**src/pinmux_pkg.sv**
```systemverilog
// constants and types shared by the pin function select design
package pinmux_pkg;
	localparam int N_PORTS = 8;
	localparam int PINS = 8;
	localparam int N_PINS = N_PORTS * PINS;
	localparam int CODE_W = 4;
	localparam int ADDR_W = 8;
	localparam int PORT_W = 3;
	localparam int PAD_W = 3;
	localparam int DRIVE_W = 2;
	// pad configuration bundle: pull-up, pull-down, open drain
	localparam int PAD_PU = 0;
	localparam int PAD_PD = 1;
	localparam int PAD_OD = 2;
	// drive codes
	localparam logic [1:0] DRV_2MA = 2'h0;
	localparam logic [1:0] DRV_4MA = 2'h1;
	localparam logic [1:0] DRV_8MA = 2'h2;
	localparam logic [1:0] DRV_18MA = 2'h3;
	localparam int MAX_HIGH_DRIVE = 4;
	// port indices
	localparam int PORT_A = 0;
	localparam int PORT_B = 1;
	localparam int PORT_C = 2;
	// function codes restored by reset
	localparam logic [3:0] CODE_NONE = 4'h0;
	localparam logic [3:0] CODE_SERIAL = 4'h1;
	localparam logic [3:0] CODE_DEBUG = 4'h3;
	// per-port reset masks of the exception pins
	localparam logic [7:0] RST_SERIAL_A = 8'h3f;
	localparam logic [7:0] RST_SERIAL_B = 8'h0c;
	localparam logic [7:0] RST_DEBUG_C = 8'h0f;
	// configuration fields selectable by cfg_sel
	typedef enum logic [2:0] {
		CFG_ALT = 3'h0,
		CFG_DEN = 3'h1,
		CFG_AMS = 3'h2,
		CFG_PU = 3'h3,
		CFG_PD = 3'h4,
		CFG_OD = 3'h5,
		CFG_SLEW = 3'h6,
		CFG_CODE = 3'h7
	} cfg_field_t;
	// interrupt sense modes
	typedef enum logic [2:0] {
		SENSE_RISE = 3'h0,
		SENSE_FALL = 3'h1,
		SENSE_BOTH = 3'h3,
		SENSE_HIGH = 3'h2,
		SENSE_LOW = 3'h6
	} sense_t;
endpackage

```
**src/gpio_pin_function_select.sv**
```systemverilog
// eight port pin function select, pad control, interrupts and converter trigger
`timescale 1ns/10ps
`default_nettype none
module gpio_pin_function_select
	import pinmux_pkg::*;
(
	input wire logic clk, // system clock, 250 MHz
	input wire logic arst_n, // power-on or external reset, low active
	// data access
	input wire logic data_wr, // data write strobe
	input wire logic [pinmux_pkg::PORT_W-1:0] data_port, // port selected
	input wire logic [pinmux_pkg::ADDR_W-1:0] data_addr_mask, // address mask lines
	input wire logic [7:0] data_wdata, // write data
	output logic [7:0] data_rdata, // masked read data
	// configuration access
	input wire logic cfg_wr, // configuration write strobe
	input wire logic [pinmux_pkg::PORT_W-1:0] cfg_port, // port selected
	input wire logic [2:0] cfg_sel, // field selected
	input wire logic [7:0] cfg_pin_mask, // pins written
	input wire logic [7:0] cfg_wdata, // bit values for one bit fields
	input wire logic [3:0] cfg_code, // function code, drive or sense value
	input wire logic dir_wr, // direction write strobe
	input wire logic [7:0] dir_wdata, // output direction per pin
	input wire logic drive_wr, // drive strength write strobe
	input wire logic sense_wr, // interrupt sense write strobe
	input wire logic irq_mask_wr, // interrupt mask write strobe
	input wire logic [7:0] irq_clear, // clear pulses for cfg_port
	input wire logic [7:0] adc_trig_en, // port may trigger converter
	output logic [7:0] irq_raw, // raw status of cfg_port
	output logic [7:0] port_irq, // interrupt per port
	output logic adc_trigger, // converter sample start pulse
	output logic drive_refused, // last drive write was a refused 18 mA request
	// pads
	input wire logic [63:0] pad_in, // pad input levels
	output logic [63:0] pad_out, // pad output level
	output logic [63:0] pad_oe, // pad drive enable, high drives
	output logic [63:0] pad_pu, // weak pull-up
	output logic [63:0] pad_pd, // weak pull-down
	output logic [63:0] pad_slew, // slew control
	output logic [127:0] pad_drive, // two drive bits per pad
	output logic [63:0] pad_ie, // digital input enable
	output logic [63:0] pad_analog, // isolated converter input select
	// peripherals
	input wire logic [63:0] periph_out, // peripheral output level per pin
	input wire logic [63:0] periph_oe, // peripheral drive request per pin
	output logic [63:0] periph_in, // pin level to peripherals
	output logic [255:0] pin_code // active function code per pin
);
	// ----------------------------------------
	// configuration state
	// ----------------------------------------
	logic [7:0] alt_function_select_reg [8];
	logic [7:0] digital_enable_reg [8];
	logic [7:0] analog_mode_reg [8];
	logic [7:0] pull_up_reg [8];
	logic [7:0] pull_down_reg [8];
	logic [7:0] open_drain_r [8];
	logic [7:0] slew_r [8];
	logic [7:0] dir_r [8];
	logic [7:0] data_r [8];
	logic [7:0] irq_mask_r [8];
	logic [3:0] port_function_code_reg [64];
	logic [1:0] drive_r [64];
	logic [2:0] sense_r [64];
	logic drive_refused_r;
	logic [63:0] sync_in;
	logic [7:0] raw [8];
	logic [7:0] irq_w;
	logic [7:0] irq_prev_r;

	function automatic logic [7:0] upd(input logic [7:0] cur, input logic [7:0] m,
			input logic [7:0] v);
		upd = (cur & ~m) | (v & m);
	endfunction

	function automatic logic [7:0] rst_val(input int p, input logic [7:0] a,
			input logic [7:0] b, input logic [7:0] c);
		rst_val = (p == PORT_A) ? a : (p == PORT_B) ? b : (p == PORT_C) ? c : 8'h00;
	endfunction

	// true when the configuration access addresses port p
	function automatic logic port_hit(input int p);
		port_hit = (cfg_port == PORT_W'(p));
	endfunction

	// true when the configuration access covers pin i
	function automatic logic pin_hit(input int i);
		pin_hit = port_hit(i / PINS) && cfg_pin_mask[i % PINS];
	endfunction

	// reset function code: serial exceptions take code 1, debug pins code 3
	function automatic logic [3:0] rst_code(input int i);
		logic [7:0] ser;
		ser = rst_val(i / PINS, RST_SERIAL_A, RST_SERIAL_B, 8'h00);
		if (i / PINS == PORT_C && RST_DEBUG_C[i % PINS])
			rst_code = CODE_DEBUG;
		else if (ser[i % PINS])
			rst_code = CODE_SERIAL;
		else
			rst_code = CODE_NONE;
	endfunction

	// ----------------------------------------
	// high drive limit
	// ----------------------------------------
	// a write that would push the count past the limit is refused whole,
	// so a request covering several pins can never overshoot it
	logic [6:0] high_cnt;
	logic [6:0] new_cnt;
	always_comb begin
		high_cnt = 7'h00;
		new_cnt = 7'h00;
		for (int i = 0; i < N_PINS; i++) begin
			high_cnt = high_cnt + 7'(drive_r[i] == DRV_18MA);
			new_cnt = new_cnt + 7'(pin_hit(i) && drive_r[i] != DRV_18MA);
		end
	end
	wire cfg_sel_hi = (cfg_code[1:0] == DRV_18MA);
	wire drive_over = cfg_sel_hi && (high_cnt + new_cnt > 7'(MAX_HIGH_DRIVE));

	// ----------------------------------------
	// per port registers
	// ----------------------------------------
	always_ff @(posedge clk or negedge arst_n) begin
		if (!arst_n) begin
			for (int p = 0; p < N_PORTS; p++) begin
				alt_function_select_reg[p] <= rst_val(p, RST_SERIAL_A, RST_SERIAL_B, RST_DEBUG_C);
				digital_enable_reg[p] <= rst_val(p, RST_SERIAL_A, RST_SERIAL_B, RST_DEBUG_C);
				pull_up_reg[p] <= rst_val(p, 8'h00, 8'h00, RST_DEBUG_C);
				analog_mode_reg[p] <= 8'h00;
				pull_down_reg[p] <= 8'h00;
				open_drain_r[p] <= 8'h00;
				slew_r[p] <= 8'h00;
				dir_r[p] <= 8'h00;
				data_r[p] <= 8'h00;
				irq_mask_r[p] <= 8'h00;
			end
		end else begin
			for (int p = 0; p < N_PORTS; p++) begin
				if (cfg_wr && cfg_port == PORT_W'(p)) begin
					unique case (cfg_field_t'(cfg_sel))
						CFG_ALT: alt_function_select_reg[p] <=
							upd(alt_function_select_reg[p], cfg_pin_mask, cfg_wdata);
						CFG_DEN: digital_enable_reg[p] <=
							upd(digital_enable_reg[p], cfg_pin_mask, cfg_wdata);
						CFG_AMS: analog_mode_reg[p] <= upd(analog_mode_reg[p], cfg_pin_mask, cfg_wdata);
						CFG_PU: pull_up_reg[p] <= upd(pull_up_reg[p], cfg_pin_mask, cfg_wdata);
						CFG_PD: pull_down_reg[p] <= upd(pull_down_reg[p], cfg_pin_mask, cfg_wdata);
						CFG_OD: open_drain_r[p] <= upd(open_drain_r[p], cfg_pin_mask, cfg_wdata);
						CFG_SLEW: slew_r[p] <= upd(slew_r[p], cfg_pin_mask, cfg_wdata);
						CFG_CODE: ;
					endcase
				end
				if (dir_wr && cfg_port == PORT_W'(p))
					dir_r[p] <= upd(dir_r[p], cfg_pin_mask, dir_wdata);
				if (irq_mask_wr && cfg_port == PORT_W'(p))
					irq_mask_r[p] <= upd(irq_mask_r[p], cfg_pin_mask, cfg_wdata);
				// a write lands in one cycle, so a toggle every two cycles is easy
				if (data_wr && data_port == PORT_W'(p))
					data_r[p] <= upd(data_r[p], data_addr_mask, data_wdata);
			end
		end
	end

	// ----------------------------------------
	// per pin fields
	// ----------------------------------------
	always_ff @(posedge clk or negedge arst_n) begin
		if (!arst_n) begin
			for (int i = 0; i < N_PINS; i++) begin
				port_function_code_reg[i] <= rst_code(i);
				drive_r[i] <= DRV_2MA;
				sense_r[i] <= 3'(SENSE_RISE);
			end
			drive_refused_r <= 1'b0;
		end else begin
			for (int i = 0; i < N_PINS; i++) begin
				if (pin_hit(i)) begin
					if (cfg_wr && cfg_field_t'(cfg_sel) == CFG_CODE)
						port_function_code_reg[i] <= cfg_code;
					if (sense_wr)
						sense_r[i] <= cfg_code[2:0];
				end
			end
			// a refused request leaves every addressed pad as it was
			if (drive_wr) begin
				drive_refused_r <= drive_over;
				for (int i = 0; i < N_PINS; i++) begin
					if (pin_hit(i) && !drive_over)
						drive_r[i] <= cfg_code[1:0];
				end
			end
		end
	end

	// ----------------------------------------
	// pad inputs and interrupts
	// ----------------------------------------
	for (genvar p = 0; p < N_PORTS; p++) begin : g_port
		logic [2:0] sense_p [8];
		for (genvar b = 0; b < PINS; b++) begin : g_bit
			assign sense_p[b] = sense_r[p * PINS + b];
		end
		pin_sync u_sync (
			.clk(clk),
			.arst_n(arst_n),
			.d(pad_in[p * PINS +: PINS]),
			.q(sync_in[p * PINS +: PINS])
		);
		port_irq u_irq (
			.clk(clk),
			.arst_n(arst_n),
			.level(sync_in[p * PINS +: PINS] & digital_enable_reg[p]),
			.mask(irq_mask_r[p]),
			.sense(sense_p),
			.clear(port_hit(p) ? irq_clear : 8'h00),
			.raw_r(raw[p]),
			.irq(irq_w[p])
		);
	end

	// ----------------------------------------
	// pad and peripheral routing
	// ----------------------------------------
	for (genvar i = 0; i < N_PINS; i++) begin : g_pin
		localparam int P = i / PINS;
		localparam int B = i % PINS;
		wire digital_enable_bit = digital_enable_reg[P][B];
		wire alt = alt_function_select_reg[P][B];
		wire periph = alt & digital_enable_bit;
		wire drv_lvl = periph ? periph_out[i] : data_r[P][B];
		wire drv_req = digital_enable_bit & (periph ? periph_oe[i] : dir_r[P][B]);
		wire od = open_drain_r[P][B];
		// open drain only ever pulls low; a high level leaves the pad to its pull
		assign pad_out[i] = od ? 1'b0 : drv_lvl;
		assign pad_oe[i] = drv_req & (~od | ~drv_lvl);
		assign pad_pu[i] = pull_up_reg[P][B];
		assign pad_pd[i] = pull_down_reg[P][B];
		assign pad_slew[i] = slew_r[P][B] & (drive_r[i] == DRV_8MA);
		assign pad_drive[2 * i +: 2] = drive_r[i];
		assign pad_ie[i] = digital_enable_bit;
		// isolation only when software has asked for it and digital is off
		assign pad_analog[i] = analog_mode_reg[P][B] & ~digital_enable_bit;
		assign periph_in[i] = periph & sync_in[i];
		assign pin_code[4 * i +: 4] = periph ? port_function_code_reg[i] : CODE_NONE;
	end

	// ----------------------------------------
	// read data, masked and registered
	// ----------------------------------------
	wire [7:0] sel_in = sync_in[data_port * PINS +: PINS] & digital_enable_reg[data_port];
	wire [7:0] sel_rd = (sel_in & ~dir_r[data_port]) | (data_r[data_port] & dir_r[data_port]);
	always_ff @(posedge clk or negedge arst_n) begin
		if (!arst_n)
			data_rdata <= 8'h00;
		else
			data_rdata <= sel_rd & data_addr_mask;
	end

	// ----------------------------------------
	// status and converter trigger
	// ----------------------------------------
	// only a rising port interrupt starts a sequence, so a level interrupt
	// that stays asserted does not retrigger the converter every cycle
	wire [7:0] irq_rise = irq_w & ~irq_prev_r & adc_trig_en;
	always_ff @(posedge clk or negedge arst_n) begin
		if (!arst_n) begin
			irq_prev_r <= 8'h00;
			adc_trigger <= 1'b0;
		end else begin
			irq_prev_r <= irq_w;
			adc_trigger <= |irq_rise;
		end
	end
	assign irq_raw = raw[cfg_port];
	assign port_irq = irq_w;
	assign drive_refused = drive_refused_r;
endmodule // gpio_pin_function_select
`default_nettype wire

```
**src/pin_sync.sv**
```systemverilog
// two-flop synchroniser for one port of pad inputs
`timescale 1ns/10ps
`default_nettype none
module pin_sync (
	input wire logic clk, // system clock
	input wire logic arst_n, // async reset, low active
	input wire logic [7:0] d, // raw pad levels
	output logic [7:0] q // synchronised levels
);
	logic [7:0] meta_r;
	always_ff @(posedge clk or negedge arst_n) begin
		if (!arst_n) begin
			meta_r <= 8'h00;
			q <= 8'h00;
		end else begin
			meta_r <= d;
			q <= meta_r;
		end
	end
endmodule // pin_sync
`default_nettype wire

```
**src/port_irq.sv**
```systemverilog
// interrupt sensing for one eight pin port
`timescale 1ns/10ps
`default_nettype none
module port_irq
	import pinmux_pkg::*;
(
	input wire logic clk, // system clock
	input wire logic arst_n, // async reset, low active
	input wire logic [7:0] level, // synchronised pin levels
	input wire logic [7:0] mask, // per pin interrupt enable
	input wire logic [2:0] sense [8], // per pin sense mode
	input wire logic [7:0] clear, // per pin clear pulse
	output logic [7:0] raw_r, // sticky raw status
	output logic irq // masked any
);
	logic [7:0] prev_r;
	logic [7:0] hit;
	always_comb begin
		for (int i = 0; i < PINS; i++) begin
			unique case (sense_t'(sense[i]))
				SENSE_RISE: hit[i] = level[i] & ~prev_r[i];
				SENSE_FALL: hit[i] = ~level[i] & prev_r[i];
				SENSE_BOTH: hit[i] = level[i] ^ prev_r[i];
				SENSE_HIGH: hit[i] = level[i];
				SENSE_LOW: hit[i] = ~level[i];
				default: hit[i] = 1'b0;
			endcase
		end
	end
	always_ff @(posedge clk or negedge arst_n) begin
		if (!arst_n) begin
			prev_r <= 8'h00;
			raw_r <= 8'h00;
		end else begin
			prev_r <= level;
			// set wins over clear
			raw_r <= (raw_r & ~clear) | hit;
		end
	end
	assign irq = |(raw_r & mask);
endmodule // port_irq
`default_nettype wire
```
**config.mk**
```make
export PLATFORM = sky130hd
export DESIGN_NAME = gpio_pin_function_select
export DESIGN_NICKNAME = d
export VERILOG_FILES = /design/src/pinmux_pkg.sv /design/src/gpio_pin_function_select.sv /design/src/pin_sync.sv /design/src/port_irq.sv
export SDC_FILE = /design/constraint.sdc
export NUM_CORES = 2
export LEC_CHECK = 0
export ABC_CLOCK_PERIOD_IN_PS = 9480
export BUFFER_PORTS_ARGS = -buffer_cell sky130_fd_sc_hd__buf_2
export CORE_ASPECT_RATIO = 1.5
export CORE_MARGIN = 10
export CORE_UTILIZATION = 27
export DETAILED_ROUTE_END_ITERATION = 16
export PLACE_DENSITY = 0.45
export SLEW_MARGIN = 20
export SYNTH_ARGS = -nofsm -noshare
export SYNTH_HDL_FRONTEND = slang
export SYNTH_SLANG_ARGS = --single-unit
```
**constraint.sdc**
```tcl
create_clock -name clk -period 9.48 [get_ports clk]
set_input_delay 0 -clock clk [delete_from_list [all_inputs] [get_ports clk]]
set_output_delay 0 -clock clk [all_outputs]
set_load 0.02 [all_outputs]
```
==> out/metrics.cfg <==
[outcome]
outcome=finished, final reports clean

[die]
start_util=0.272
pin_count=1191
die_w_um=456
fp-row-count=239
core_area_um2=283000
die-area_um2=307000
fp.dieH_um=673

[power]
ir_drop_mv=2.24
combPwrFrac=0.435
leakage_nw=46.3
power.density_nw_per_um2=296
seqPwrFrac=0.319
intPower_mw=15.9
swShare=0.432
p_sw_mw=12.1
clockPowerShare=0.246
power.total_mw=28.0

[timing]
rsz0062_at_grt=no
max_freq_mhz=111
fin_tns_setup_ps=0
finalCritPeriodShare=0.950
maxSlewViolCount=0
final.min_clock_period_ps=9010
slew_headroom=0.167
setup_slack_ps=469
tightest_slew_ps=1250
finalHoldViolations=0
finClkSkew_ps=68.8
setup_viol=0
holdWs_ps=69.5

[synth]
ys_warn_count=0
ys.flop_type=dfrtp_1
yosysTopAreaCell=dfrtp_1
syn-cell-area_um2=76900
synth_area_leaders=dfrtp_1 47%, mux2_2 16%, nand2_1 4.9%, fa_1 3.0%, and3_1 2.8%
ys_seq_area_frac=0.486
yosys-top-cells-count=1446 x dfrtp_1, 1086 x mux2_2, 1004 x nand2_1
async_flop_share=1.00
syn_avg_cell_area_um2=11.1
yosysUniqueCellTypes=56
synth_edf_count=0
ys_seq_elements=1490
synth.most_common_cell=dfrtp_1
synth_cells=6950
synth_top_area_share=0.471
syn_nets=7486

[drt]
first_iter_violations=5203
wl_per_cell_um=35.2
ant_nets=0
vias=63100
viasPerCell=5.23
routed_wl_um=425000
drc=0
drt_pass1_iterations=7

[cells_and_area]
fin_nets=8662
drive_gt1_frac=0.343
multi_input_area_um2=36600
fin_cells=12100
fillCellCount=28900
final_area_um2=94700
area_growth_pct=23.2
ff_latch_area_um2=37300
post-route-util=0.335

[global_routing]
grt_pass1_vias=65100
grt_max_degree=169
grt_pass1_wl_um=571000
grt_usage=0.266
grt_overflow_total=0
antenna_found_initial=132

[cts]
clock-root-buffer=clkbuf_16
clock_sinks=1490
insertion_delay_ps=890
cts_tree=built
ctsHtreeMaxLevel=4
clk_pin_slew_ps=60
cts_buffers=175
cts.path.max_buffers=4

[place]
globalplace.congestion=0.881
hpwl_um=319000
placed_cells=11500
placed_area_um2=86900
dp_slack_ps=272
port-buffer-count=1190

[run]
maxCapViolCount=0

[setup_path]
worstSetupPathType=in -> reg
cpPeakStageDelay_ps=570
path_common_cell=fa_1
critPathBufInv=9
critPathArrivalTime_ps=9740
worstSetupEndpointType=register
cp-start-kind=primary input
path_max_fanout=44
critPathRequiredTime_ps=10210
crit_family=adder cells
r2r_setup_slack_ps=520
slowest_stage=dlygate4sd3_1

[hold_path]
min_path_type=in -> reg

-- worst reg2reg max path, cell delays in order, from the launching register on --
cell,delay (ps)
dfrtp_1,440
and2_1,270
nand3b_1,230
fa_1,560
inv_1,50
fa_1,460
fa_1,530
inv_1,60
fa_1,590
inv_1,80
fa_1,550
inv_1,60
fa_1,560
fa_1,460
fa_1,530
fa_1,530
fa_1,540
inv_1,40
ha_1,220
fa_1,470
xnor2_1,200
o22ai_1,130
a211oi_4,310
buf_4,530
a211oi_1,210
nor3_1,250
-- power by group through the flow --
| stage | logic (mW) | clock network (mW) | registers, mW |
|---|---|---|---|
| finish | 12.2 | 6.88 | 8.94 |
| global route | 13.0 | 7.27 | 9.04 |
| CTS | 12.2 | 7.04 | 8.91 |
| detailed placement | 12.0 | 0 | 9.02 |
| global placement | 11.9 | 0 | 8.95 |
| floorplan | 7.78 | 0 | 8.62 |
-- cells in the final DEF, fill, tap and decap left out, types with 17 or more instances in the layout --
cell           netlist  final
dfrtp_1           1446   1446
buf_2               46   1166
mux2_2            1086   1086
nand2_1           1004   1002
and3_1             345    344
nand3_1            268    268
nor3_1             264    262
inv_1              243    243
dlygate4sd3_1        0    202
clkbuf_16            0    177
ha_1               153    153
a21oi_1            152    152
mux2i_1            143    143
buf_4               12    136
nor2_1             146    132
o21ai_0            129    129
a211oi_1           130    129
fa_1               114    114
diode_2              0     78
mux2_1              75     75
nand2b_1            73     73
o211ai_1            67     67
nor2b_1             66     66
mux4_2              64     64
and3b_1             67     64
a221o_1             63     63
xnor2_1             60     60
a22o_1              59     59
clkbuf_1           379     55
and2_1              32     44
dfstp_2             44     44
clkbuf_8             0     37
a22oi_1             32     32
clkinv_2             0     23
buf_12               0     17
-- metal layers --
layer,up-vias,GRT usage,part of all wire
li1,26700,-,-
met1,33100,0.298,0.37
met2,2475,0.462,0.50
met3,752,0.0645,0.069
met4,40,0.148,0.063
met5,-,0,0.00059
-- final timing paths --
check | from | to | cells after the start
max in group asynchronous | arst_n | g_port[1].u_sync.q[4] | 5
setup reg to reg | pad_drive[57] | pad_drive[94] | 25
min in group asynchronous | arst_n | async pin | 3
hold / removal | drive_wr | drive_refused | 3
hold reg to reg | g_port[5].u_sync.meta_r[7] | g_port[5].u_sync.q[7] | 0
setup / recovery | cfg_port[2] | pad_drive[94] | 28
-- cell type report --
type                            instances  area share
Sequential cell                      1490       0.394
Multi-Input combinational cell       4679       0.386
Antenna cell                           78     0.00206
Clock inverter                         42     0.00469
Clock buffer                          267      0.0540
Timing Repair Buffer                 1537      0.0995
Tap cell                             3735      0.0493
Inverter                              243     0.00963
-- cells by family (layout without fill, tap and decap cells) --
kind of cell / count (synthesis) / after routing / synth area share
AND/OR/NAND/NOR: 2331 / 2331 / 0.148
buffers and inverters: 781 / 2089 / 0.0396
AO/OA/AOI/OAI: 647 / 647 / 0.0573
flip-flops: 1490 / 1490 / 0.486
adder cells (fa/ha/maj): 267 / 267 / 0.0546
XOR/XNOR: 66 / 66 / 0.00752
other: 0 / 78 / 0
multiplexers: 1368 / 1368 / 0.207
-- repair_timing --
| item | in CTS | in global routing |
|---|---|---|
| gates resized for setup | 0 | 0 |
| endpoints found under the hold margin | 1255 | 0 |
| setup buffers | 0 | 0 |
| hold buffers | 203 | 0 |
Note: power is estimated with default switching activity, not from simulation.
